File: src/wdtc_pkg.sv
package wdtc_pkg;

  // register byte offsets
  localparam logic [11:0] OFF_RELOAD  = 12'h000;  // reload value
  localparam logic [11:0] OFF_COUNT   = 12'h004;  // live count, read only
  localparam logic [11:0] OFF_CTRL    = 12'h008;  // control bits
  localparam logic [11:0] OFF_RIS     = 12'h00c;  // raw status, write one to clear
  localparam logic [11:0] OFF_MIS     = 12'h010;  // masked status, read only
  localparam logic [11:0] OFF_MASK    = 12'h014;  // interrupt mask
  localparam logic [11:0] OFF_LOCK    = 12'h018;  // lock / unlock key
  localparam logic [11:0] OFF_STAT    = 12'h01c;  // running, locked, second stage

  // control field positions
  localparam int CTRL_EN      = 0;   // timer and interrupt enable, sticky
  localparam int CTRL_RESEN   = 1;   // reset on second timeout
  localparam int CTRL_STALL   = 2;   // hold count in debug halt
  localparam int CTRL_NMI     = 3;   // route timeout to nmi instead of irq; mask still applies

  // status field positions
  localparam int ST_TIMEOUT   = 0;   // first-timeout event
  localparam int ST_RUN       = 0;
  localparam int ST_LOCKED    = 1;
  localparam int ST_ARMED2    = 2;

  // unlock key; any other write to the lock register locks
  localparam logic [31:0] UNLOCK_KEY   = 32'h1acc_e551;
  localparam logic [31:0] RELOAD_RST   = 32'hffff_ffff;
  localparam logic [3:0]  CTRL_RST     = 4'h0;
  localparam logic        MASK_RST     = 1'b1;

  localparam logic [1:0]  RESP_OKAY    = 2'b00;
  localparam logic [1:0]  RESP_SLVERR  = 2'b10;

  // decoded write request toward the core
  typedef struct packed {
    logic        reload;   // reload write
    logic        ctrl;     // control write
    logic        clr;      // status clear write
    logic        mask;     // mask write
    logic        lock;     // lock register write
    logic [31:0] data;
    logic [3:0]  strb;
  } wdtc_wr_t;

endpackage : wdtc_pkg

File: src/wdtc_core.sv
// The placing of the registers and the AXI4-Lite interface to the registers were chosen for this implementation.
`timescale 1ns/1ns
module wdtc_core #(
  parameter int CNT_W = 32  // counter width
) (
  input  wire logic        aclk,
  input  wire logic        aresetn,
  input  wire logic [11:0] s_axi_awaddr,
  input  wire logic        s_axi_awvalid,
  output logic             s_axi_awready,
  input  wire logic [31:0] s_axi_wdata,
  input  wire logic [3:0]  s_axi_wstrb,
  input  wire logic        s_axi_wvalid,
  output logic             s_axi_wready,
  output logic [1:0]       s_axi_bresp,
  output logic             s_axi_bvalid,
  input  wire logic        s_axi_bready,
  input  wire logic [11:0] s_axi_araddr,
  input  wire logic        s_axi_arvalid,
  output logic             s_axi_arready,
  output logic [31:0]      s_axi_rdata,
  output logic [1:0]       s_axi_rresp,
  output logic             s_axi_rvalid,
  input  wire logic        s_axi_rready,
  input  wire logic        debug_halt,
  output logic             irq,
  output logic             nmi,
  output logic             reset_req
);

  logic             wr_go;          // write ready to apply
  logic [11:0]      wr_addr;        // captured write address
  logic [31:0]      wr_data;        // captured write data
  logic [3:0]       wr_strb;        // captured byte enables
  logic             wr_err;         // unmapped write
  wdtc_pkg::wdtc_wr_t wr;           // decoded write
  logic             halt_s;         // synchronised debug halt
  logic [CNT_W-1:0] reload_r;       // programmed reload value
  logic [CNT_W-1:0] count_r;        // live down-counter
  logic [3:0]       ctrl_r;         // enable, reset-enable, stall, nmi
  logic             locked_r;       // configuration lock
  logic             ris_r;          // raw timeout status
  logic             mask_r;         // interrupt mask, one passes
  logic             rst_r;          // reset request latch
  logic             zero_hit;       // counter reaches zero this cycle
  logic             load_now;       // reload write taking effect
  logic             tick;           // counter advances
  logic             int_on;         // interrupt allowed to processor
  logic [31:0]      ctrl_wmask;     // ctrl bits writable now

  // byte-lane merge for a 32-bit register
  function automatic logic [31:0] merge(input logic [31:0] old, input logic [31:0] nw,
                                        input logic [3:0] st);
    logic [31:0] r;
    r = old;
    for (int i = 0; i < 4; i++) begin
      if (st[i]) r[i*8 +: 8] = nw[i*8 +: 8];
    end
    return r;
  endfunction : merge

  // address match helper used by both read and write decode
  function automatic logic hit(input logic [11:0] a, input logic [11:0] off);
    return a[11:2] == off[11:2];
  endfunction : hit

  // axi write front end
  wdtc_axil u_axil (
    .aclk    (aclk),
    .aresetn (aresetn),
    .awaddr  (s_axi_awaddr),
    .awvalid (s_axi_awvalid),
    .awready (s_axi_awready),
    .wdata   (s_axi_wdata),
    .wstrb   (s_axi_wstrb),
    .wvalid  (s_axi_wvalid),
    .wready  (s_axi_wready),
    .bresp   (s_axi_bresp),
    .bvalid  (s_axi_bvalid),
    .bready  (s_axi_bready),
    .wr_go   (wr_go),
    .wr_addr (wr_addr),
    .wr_data (wr_data),
    .wr_strb (wr_strb),
    .wr_err  (wr_err)
  );

  // debug halt comes from another clock region
  wdtc_sync u_halt_sync (
    .aclk    (aclk),
    .aresetn (aresetn),
    .d       (debug_halt),
    .q       (halt_s)
  );

  // write decode
  always_comb begin
    wr.reload = wr_go && hit(wr_addr, wdtc_pkg::OFF_RELOAD);
    wr.ctrl   = wr_go && hit(wr_addr, wdtc_pkg::OFF_CTRL);
    wr.clr    = wr_go && hit(wr_addr, wdtc_pkg::OFF_RIS);
    wr.mask   = wr_go && hit(wr_addr, wdtc_pkg::OFF_MASK);
    wr.lock   = wr_go && hit(wr_addr, wdtc_pkg::OFF_LOCK);
    wr.data   = wr_data;
    wr.strb   = wr_strb;
  end
  // read-only registers accept writes silently; only unmapped space errors
  assign wr_err = !(hit(wr_addr, wdtc_pkg::OFF_RELOAD) || hit(wr_addr, wdtc_pkg::OFF_COUNT)
                 || hit(wr_addr, wdtc_pkg::OFF_CTRL) || hit(wr_addr, wdtc_pkg::OFF_RIS)
                 || hit(wr_addr, wdtc_pkg::OFF_MIS) || hit(wr_addr, wdtc_pkg::OFF_MASK)
                 || hit(wr_addr, wdtc_pkg::OFF_LOCK) || hit(wr_addr, wdtc_pkg::OFF_STAT));

  // lock register: key unlocks, anything else locks
  always_ff @(posedge aclk) begin
    if (!aresetn) begin
      locked_r <= 1'b0;
    end else if (wr.lock) begin
      locked_r <= (wr.data != wdtc_pkg::UNLOCK_KEY);
    end
  end

  // reload value; counting never touches it
  always_ff @(posedge aclk) begin
    if (!aresetn) begin
      reload_r <= wdtc_pkg::RELOAD_RST[CNT_W-1:0];
    end else if (wr.reload && !locked_r) begin
      reload_r <= CNT_W'(merge(32'(reload_r), wr.data, wr.strb));
    end
  end

  // while locked, enable and reset-enable are frozen; stall and type stay free
  always_comb begin
    ctrl_wmask = 32'h0000_000c;
    if (!locked_r) begin
      ctrl_wmask = 32'h0000_000f;
    end
  end

  // control: enable is sticky once set
  always_ff @(posedge aclk) begin
    if (!aresetn) begin
      ctrl_r <= wdtc_pkg::CTRL_RST;
    end else if (wr.ctrl && wr.strb[0]) begin
      ctrl_r <= (ctrl_r & ~ctrl_wmask[3:0]) | (wr.data[3:0] & ctrl_wmask[3:0]);
      if (ctrl_r[wdtc_pkg::CTRL_EN]) begin
        ctrl_r[wdtc_pkg::CTRL_EN] <= 1'b1;
      end
    end
  end

  assign load_now = wr.reload && !locked_r && ctrl_r[wdtc_pkg::CTRL_EN];
  // stall only gates the count when the option is on
  assign tick     = ctrl_r[wdtc_pkg::CTRL_EN]
                    && !(ctrl_r[wdtc_pkg::CTRL_STALL] && halt_s);
  assign zero_hit = tick && !load_now && (count_r == '0);

  // down-counter
  always_ff @(posedge aclk) begin
    if (!aresetn) begin
      count_r <= wdtc_pkg::RELOAD_RST[CNT_W-1:0];
    end else if (load_now) begin
      count_r <= CNT_W'(merge(32'(reload_r), wr.data, wr.strb));
    end else if (!ctrl_r[wdtc_pkg::CTRL_EN]) begin
      count_r <= reload_r;  // idle counter tracks reload
    end else if (zero_hit) begin
      count_r <= reload_r;
    end else if (tick) begin
      count_r <= count_r - 1'b1;
    end
  end

  // raw timeout status; set wins over a clear in the same cycle
  always_ff @(posedge aclk) begin
    if (!aresetn) begin
      ris_r <= 1'b0;
    end else if (zero_hit && ctrl_r[wdtc_pkg::CTRL_EN]) begin
      ris_r <= 1'b1;
    end else if (wr.reload && !locked_r
                 && merge(32'(reload_r), wr.data, wr.strb) == 32'h0000_0000) begin
      ris_r <= 1'b1;
    end else if (wr.clr && wr.strb[0] && wr.data[wdtc_pkg::ST_TIMEOUT]) begin
      ris_r <= 1'b0;
    end
  end

  // mask register
  always_ff @(posedge aclk) begin
    if (!aresetn) begin
      mask_r <= wdtc_pkg::MASK_RST;
    end else if (wr.mask && wr.strb[0]) begin
      mask_r <= wr.data[0];
    end
  end

  // reset request on zero while first timeout still pending
  always_ff @(posedge aclk) begin
    if (!aresetn) begin
      rst_r <= 1'b0;
    end else if (zero_hit && ris_r && ctrl_r[wdtc_pkg::CTRL_RESEN]) begin
      rst_r <= 1'b1;
    end
  end
  assign reset_req = rst_r && ctrl_r[wdtc_pkg::CTRL_RESEN];

  // interrupt routing; enable gates both kinds
  assign int_on = ris_r && mask_r && ctrl_r[wdtc_pkg::CTRL_EN];
  assign irq    = int_on && !ctrl_r[wdtc_pkg::CTRL_NMI];
  assign nmi    = int_on && ctrl_r[wdtc_pkg::CTRL_NMI];

  // read channel: one read at a time, data one cycle after address
  assign s_axi_arready = !s_axi_rvalid;
  always_ff @(posedge aclk) begin
    if (!aresetn) begin
      s_axi_rvalid <= 1'b0;
      s_axi_rdata  <= 32'h0000_0000;
      s_axi_rresp  <= wdtc_pkg::RESP_OKAY;
    end else if (s_axi_arvalid && s_axi_arready) begin
      s_axi_rvalid <= 1'b1;
      s_axi_rresp  <= wdtc_pkg::RESP_OKAY;
      unique case (1'b1)
        hit(s_axi_araddr, wdtc_pkg::OFF_RELOAD): s_axi_rdata <= 32'(reload_r);
        hit(s_axi_araddr, wdtc_pkg::OFF_COUNT):  s_axi_rdata <= 32'(count_r);
        hit(s_axi_araddr, wdtc_pkg::OFF_CTRL):   s_axi_rdata <= {28'h0, ctrl_r};
        hit(s_axi_araddr, wdtc_pkg::OFF_RIS):    s_axi_rdata <= {31'h0, ris_r};
        hit(s_axi_araddr, wdtc_pkg::OFF_MIS):    s_axi_rdata <= {31'h0, int_on};
        hit(s_axi_araddr, wdtc_pkg::OFF_MASK):   s_axi_rdata <= {31'h0, mask_r};
        hit(s_axi_araddr, wdtc_pkg::OFF_LOCK):   s_axi_rdata <= {31'h0, locked_r};
        hit(s_axi_araddr, wdtc_pkg::OFF_STAT):
          s_axi_rdata <= {29'h0, ris_r, locked_r, ctrl_r[wdtc_pkg::CTRL_EN]};
        default: begin
          s_axi_rdata <= 32'h0000_0000;  // unmapped reads zero with error
          s_axi_rresp <= wdtc_pkg::RESP_SLVERR;
        end
      endcase
    end else if (s_axi_rready) begin
      s_axi_rvalid <= 1'b0;
    end
  end

endmodule : wdtc_core

File: src/wdtc_sync.sv
`timescale 1ns/1ns
// two flip-flop synchroniser for a level
module wdtc_sync (
  input  wire logic aclk,
  input  wire logic aresetn,
  input  wire logic d,
  output logic      q
);
  logic meta_r;  // first stage, read only by second

  // plain double register
  always_ff @(posedge aclk) begin
    if (!aresetn) begin
      meta_r <= 1'b0;
      q      <= 1'b0;
    end else begin
      meta_r <= d;
      q      <= meta_r;
    end
  end
endmodule : wdtc_sync

File: src/wdtc_axil.sv
`timescale 1ns/1ns
// axi4-lite slave front end: takes aw and w in any order, one of each at a time
module wdtc_axil (
  input  wire logic                 aclk,
  input  wire logic                 aresetn,
  input  wire logic [11:0]          awaddr,
  input  wire logic                 awvalid,
  output logic                      awready,
  input  wire logic [31:0]          wdata,
  input  wire logic [3:0]           wstrb,
  input  wire logic                 wvalid,
  output logic                      wready,
  output logic [1:0]                bresp,
  output logic                      bvalid,
  input  wire logic                 bready,
  output logic                      wr_go,
  output logic [11:0]               wr_addr,
  output logic [31:0]               wr_data,
  output logic [3:0]                wr_strb,
  input  wire logic                 wr_err
);
  logic aw_have_r;  // address captured
  logic w_have_r;   // data captured

  // ready only while the slot is empty and no response pending
  assign awready = !aw_have_r && !bvalid;
  assign wready  = !w_have_r && !bvalid;
  assign wr_go   = aw_have_r && w_have_r && !bvalid;

  // capture address
  always_ff @(posedge aclk) begin
    if (!aresetn) begin
      aw_have_r <= 1'b0;
      wr_addr   <= 12'h000;
    end else if (awvalid && awready) begin
      aw_have_r <= 1'b1;
      wr_addr   <= awaddr;
    end else if (wr_go) begin
      aw_have_r <= 1'b0;
    end
  end

  // capture data
  always_ff @(posedge aclk) begin
    if (!aresetn) begin
      w_have_r <= 1'b0;
      wr_data  <= 32'h0000_0000;
      wr_strb  <= 4'h0;
    end else if (wvalid && wready) begin
      w_have_r <= 1'b1;
      wr_data  <= wdata;
      wr_strb  <= wstrb;
    end else if (wr_go) begin
      w_have_r <= 1'b0;
    end
  end

  // response raised on the same edge that applies the write
  always_ff @(posedge aclk) begin
    if (!aresetn) begin
      bvalid <= 1'b0;
      bresp  <= wdtc_pkg::RESP_OKAY;
    end else if (wr_go) begin
      bvalid <= 1'b1;
      bresp  <= wr_err ? wdtc_pkg::RESP_SLVERR : wdtc_pkg::RESP_OKAY;
    end else if (bready) begin
      bvalid <= 1'b0;
    end
  end
endmodule : wdtc_axil

File: config.mk
export PLATFORM = sky130hd
export DESIGN_NAME = wdtc_core
export DESIGN_NICKNAME = d
export VERILOG_FILES = /design/src/wdtc_pkg.sv /design/src/wdtc_core.sv /design/src/wdtc_sync.sv /design/src/wdtc_axil.sv
export SDC_FILE = /design/constraint.sdc
export NUM_CORES = 1
export LEC_CHECK = 0
export BUFFER_PORTS_ARGS = -buffer_cell sky130_fd_sc_hd__buf_2
export CAP_MARGIN = 20
export CORE_MARGIN = 3
export CORE_UTILIZATION = 30
export CTS_BUF_LIST = sky130_fd_sc_hd__clkbuf_16
export DETAILED_ROUTE_END_ITERATION = 16
export PLACE_DENSITY = 0.55
export SETUP_SLACK_MARGIN = 0.3
export SLEW_MARGIN = 30
export SYNTH_ARGS = -nofsm -noshare
export SYNTH_HDL_FRONTEND = slang
export SYNTH_SLANG_ARGS = --single-unit
File: constraint.sdc
create_clock -name aclk -period 3.2 [get_ports aclk]
set_input_delay 0.48 -clock aclk [delete_from_list [all_inputs] [get_ports aclk]]
set_output_delay 0.48 -clock aclk [all_outputs]
set_load 0.01 [all_outputs]
==> metrics.cfg <==
[global_route]
grt_overflow = 0
grt_max_degree = 95
grtUsageTotal_pct = 18.9
grt_pass1_wl_um = 42500
first_global_vias = 7302
grt_antenna_before_repair = 0

[routing]
viasPerCell = 5.49
first_iter_violations = 722
vias = 7836
final_antenna_net_count = 0
drt_wl_total_um = 27000
drcViolationCount = 0
firstDrtPassIters = 6
wl_per_cell_um = 18.9

[finish]
post-route-util_pct = 36.6
layout.nets = 1154
area_delta_synth_final_pct = 18.0
fillers = 2725
drive_gt1_share_pct = 18.2
diodes = 0

[hold_path]
min_path_type = in -> reg
hp-start = s_axi_rready
min_to = s_axi_rvalid
whs_path_depth = 2

[clock_tree]
cts_resized = 0
clk_latency_ns = 0.43
clockBufferDepth = 2
htreeDepth = 4
clk_root_buffer_cell = clkbuf_16
cts_buffers = 17
clkSinkCount = 158
cts_hold_buf = 0
post_cts_buffers = 0
cts_tree = done
path_clk_slew_ns = 0.06

[worst_setup_path]
slowest_stage = or4_4
crit_fanout = 9
path_cells = or4_4 -> nor4_4 -> nand2_1 -> buf_4 -> o21ai_0 -> a221o_1
arrival_ns = 3.06
crit_path_start_kind = flip-flop
cp.buffers_inverters = 1
crit_path_end_kind = flip-flop
slowest_delay_ns = 0.63
reg2reg_depth = 6
r2r_start = locked_r
cp.required_ns = 3.58
reg2reg_slack_ns = 0.52
critPathTopFamily = simple AND/OR/NAND/NOR gates
rr_endpoint = count_r[15]
path_class = reg -> reg

[timing]
setup_viol = 0
fmax_mhz = 373
fin_skew_ns = 0.0117
rsz0062_at_grt = false
worst_slack_ns = 0.519
worstMarginPinSlew_ns = 0.745
hold_violations = 0
setup_tns_ns = 0
period_needed_ns = 2.68
slew_headroom_pct = 50.3
fin_crit_sh_pct = 83.8
slew_violations = 0

[place]
hpwl_um = 19400
globalplace.congestion = 0.886
io_buffers = 105
dp_slack_ns = 0.595

[logic_synthesis]
synth.area.mux_share_pct = 3.62
synth_compound_area_share_pct = 19.8
synth_area_mm2 = 0.00791
synth-edff-count = 0
yosys.area_share.xor_xnor_pct = 2.32
yosysUniqueCellTypes = 83
ys_top_cells_by_area = dfxtp_1 (40%), nand2_1 (8.7%), a21oi_1 (4.9%), nor2_1 (4.7%), a221oi_1 (3.5%)
yosys_warnings = 0
ys_seq_area_share_pct = 40.0
syn_area_per_cell_um2 = 7.87
synth_most_common_cell = nand2_1
async_reset_ff_share_pct = 0
yosys.area_share.simple_pct = 29.2
synth-seq-cells = 158
synth.largest_area_cell = dfxtp_1
synth-adder-area-share_pct = 0.158
synth_top_cell_area_share_pct = 40.0
yosys_most_used_dff = dfxtp_1
syn_inst = 1005
synth_top_family_by_area = simple AND/OR/NAND/NOR gates
synth.top_cells.by_count = nand2_1 (184), dfxtp_1 (158), nor2_1 (99), a21oi_1 (77), nor3_1 (54)

[pwr]
power_density_mw_per_mm2 = 491
max-vdd-ir-drop_mv = 0.289
leakagePower_nw = 3.59
p_total_mw = 4.59

[floorplan]
io_pins = 112
die_area_mm2 = 0.0284
rows = 58
core_area_mm2 = 0.0255
chipWidth_um = 168
die_y_um = 168
start_util_pct = 31.0

[run]
drv_cap = 0

[outcome]
status = finished clean

==> where the power goes <==
part	internal, mW	switching (mW)	leakage [nW]
clock	1.14	0.866	0.277
combinational	0.171	0.273	2.03
sequential	2.04	0.0912	1.29
==> registers in the layout, indices dropped and copies added (netlist names), 3 cells and up, named ones only <==
name / count
u_axil.wr_strb: 4
u_axil.wr_data: 32
reload_r: 32
count_r: 32
u_axil.wr_addr: 10
ctrl_r: 3
s_axi_rdata: 32
==> per-layer routing <==
metal	vias up	routed length (µm)	part of all wire [%]	track usage [%]
met2	297	12000	44	28.3
met3	44	1950	7.2	4.53
met4	0	603	2.2	5.87
li1	3780	-	-	-
met5	-	0	0	0
met1	3715	12500	46	26.9
==> how the worst max path moves through the flow <==
| stage | start | end | cells after the start |
|---|---|---|---|
| floorplan | count_r[0] | count_r[22] | 8 |
| global placement | locked_r | count_r[15] | 6 |
| detailed placement | count_r[12] | count_r[23] | 6 |
| CTS | locked_r | count_r[15] | 6 |
| global route | count_r[5] | count_r[23] | 6 |
| finish | locked_r | count_r[15] | 6 |
==> placed cells by master (no fill, tap or decap), drive strengths merged, types with 3 or more instances in the layout <==
cell type / synthesis / final
o21a: 5 / 5
and2: 10 / 10
nor2b: 3 / 3
nand3b: 4 / 4
mux2: 5 / 5
o22ai: 7 / 7
nor2: 101 / 101
buf: 26 / 138
dfxtp: 158 / 158
a221oi: 32 / 32
nand2b: 6 / 6
o31ai: 5 / 5
and3b: 3 / 3
xnor2: 6 / 6
nand4: 9 / 9
or3: 6 / 6
clkinv: 0 / 9
a31oi: 8 / 8
o21ai: 46 / 46
nand3: 47 / 47
o211ai: 9 / 9
o41ai: 3 / 3
xor2: 15 / 15
o221ai: 7 / 7
nand4b: 4 / 4
nand2: 185 / 185
o31a: 3 / 3
nor3: 54 / 54
nor4: 25 / 25
a21oi: 78 / 78
clkbuf: 52 / 17
or4: 7 / 7
a211oi: 9 / 9
a221o: 3 / 3
mux2i: 23 / 23
inv: 9 / 11
==> logic make-up (layout without fill, tap and decap cells) <==
logic type,after synthesis,count (layout)
buffers and inverters,87,179
multiplexers,28,28
adder cells (fa/ha/maj),1,1
AO/OA/AOI/OAI,235,235
AND/OR/NAND/NOR,474,474
other,1,2
flip-flops,158,158
XOR/XNOR,21,21
==> layout make-up <==
| class | instances | area, µm² | share of cell area (%) |
|---|---|---|---|
| repair buffers | 138 | 786 | 8.41 |
| clock inverters | 15 | 148 | 1.58 |
| multi-input cells | 761 | 4370 | 46.8 |
| inverters | 9 | 33.8 | 0.362 |
| flip-flops and latches | 158 | 3160 | 33.9 |
| clock buffers | 17 | 425 | 4.56 |
| well taps | 330 | 413 | 4.42 |
==> worst reg2reg max path: stages (launching register included) <==
cell     delay [ns]
dfxtp_1        0.38
or4_4          0.63
nor4_4         0.52
nand2_1        0.33
buf_4          0.27
o21ai_0        0.33
a221o_1        0.16
==> through the flow <==
step                hold slack [ns]  cell area [µm²]  instances
floorplan                     0.412             7920       1006
global placement              0.442             8760       1396
detailed placement            0.435             8760       1396
CTS                           0.225             9340       1428
global route                  0.235             9340       1428
finish                        0.236             9340       1428
Power figures use the tool's default switching activity.
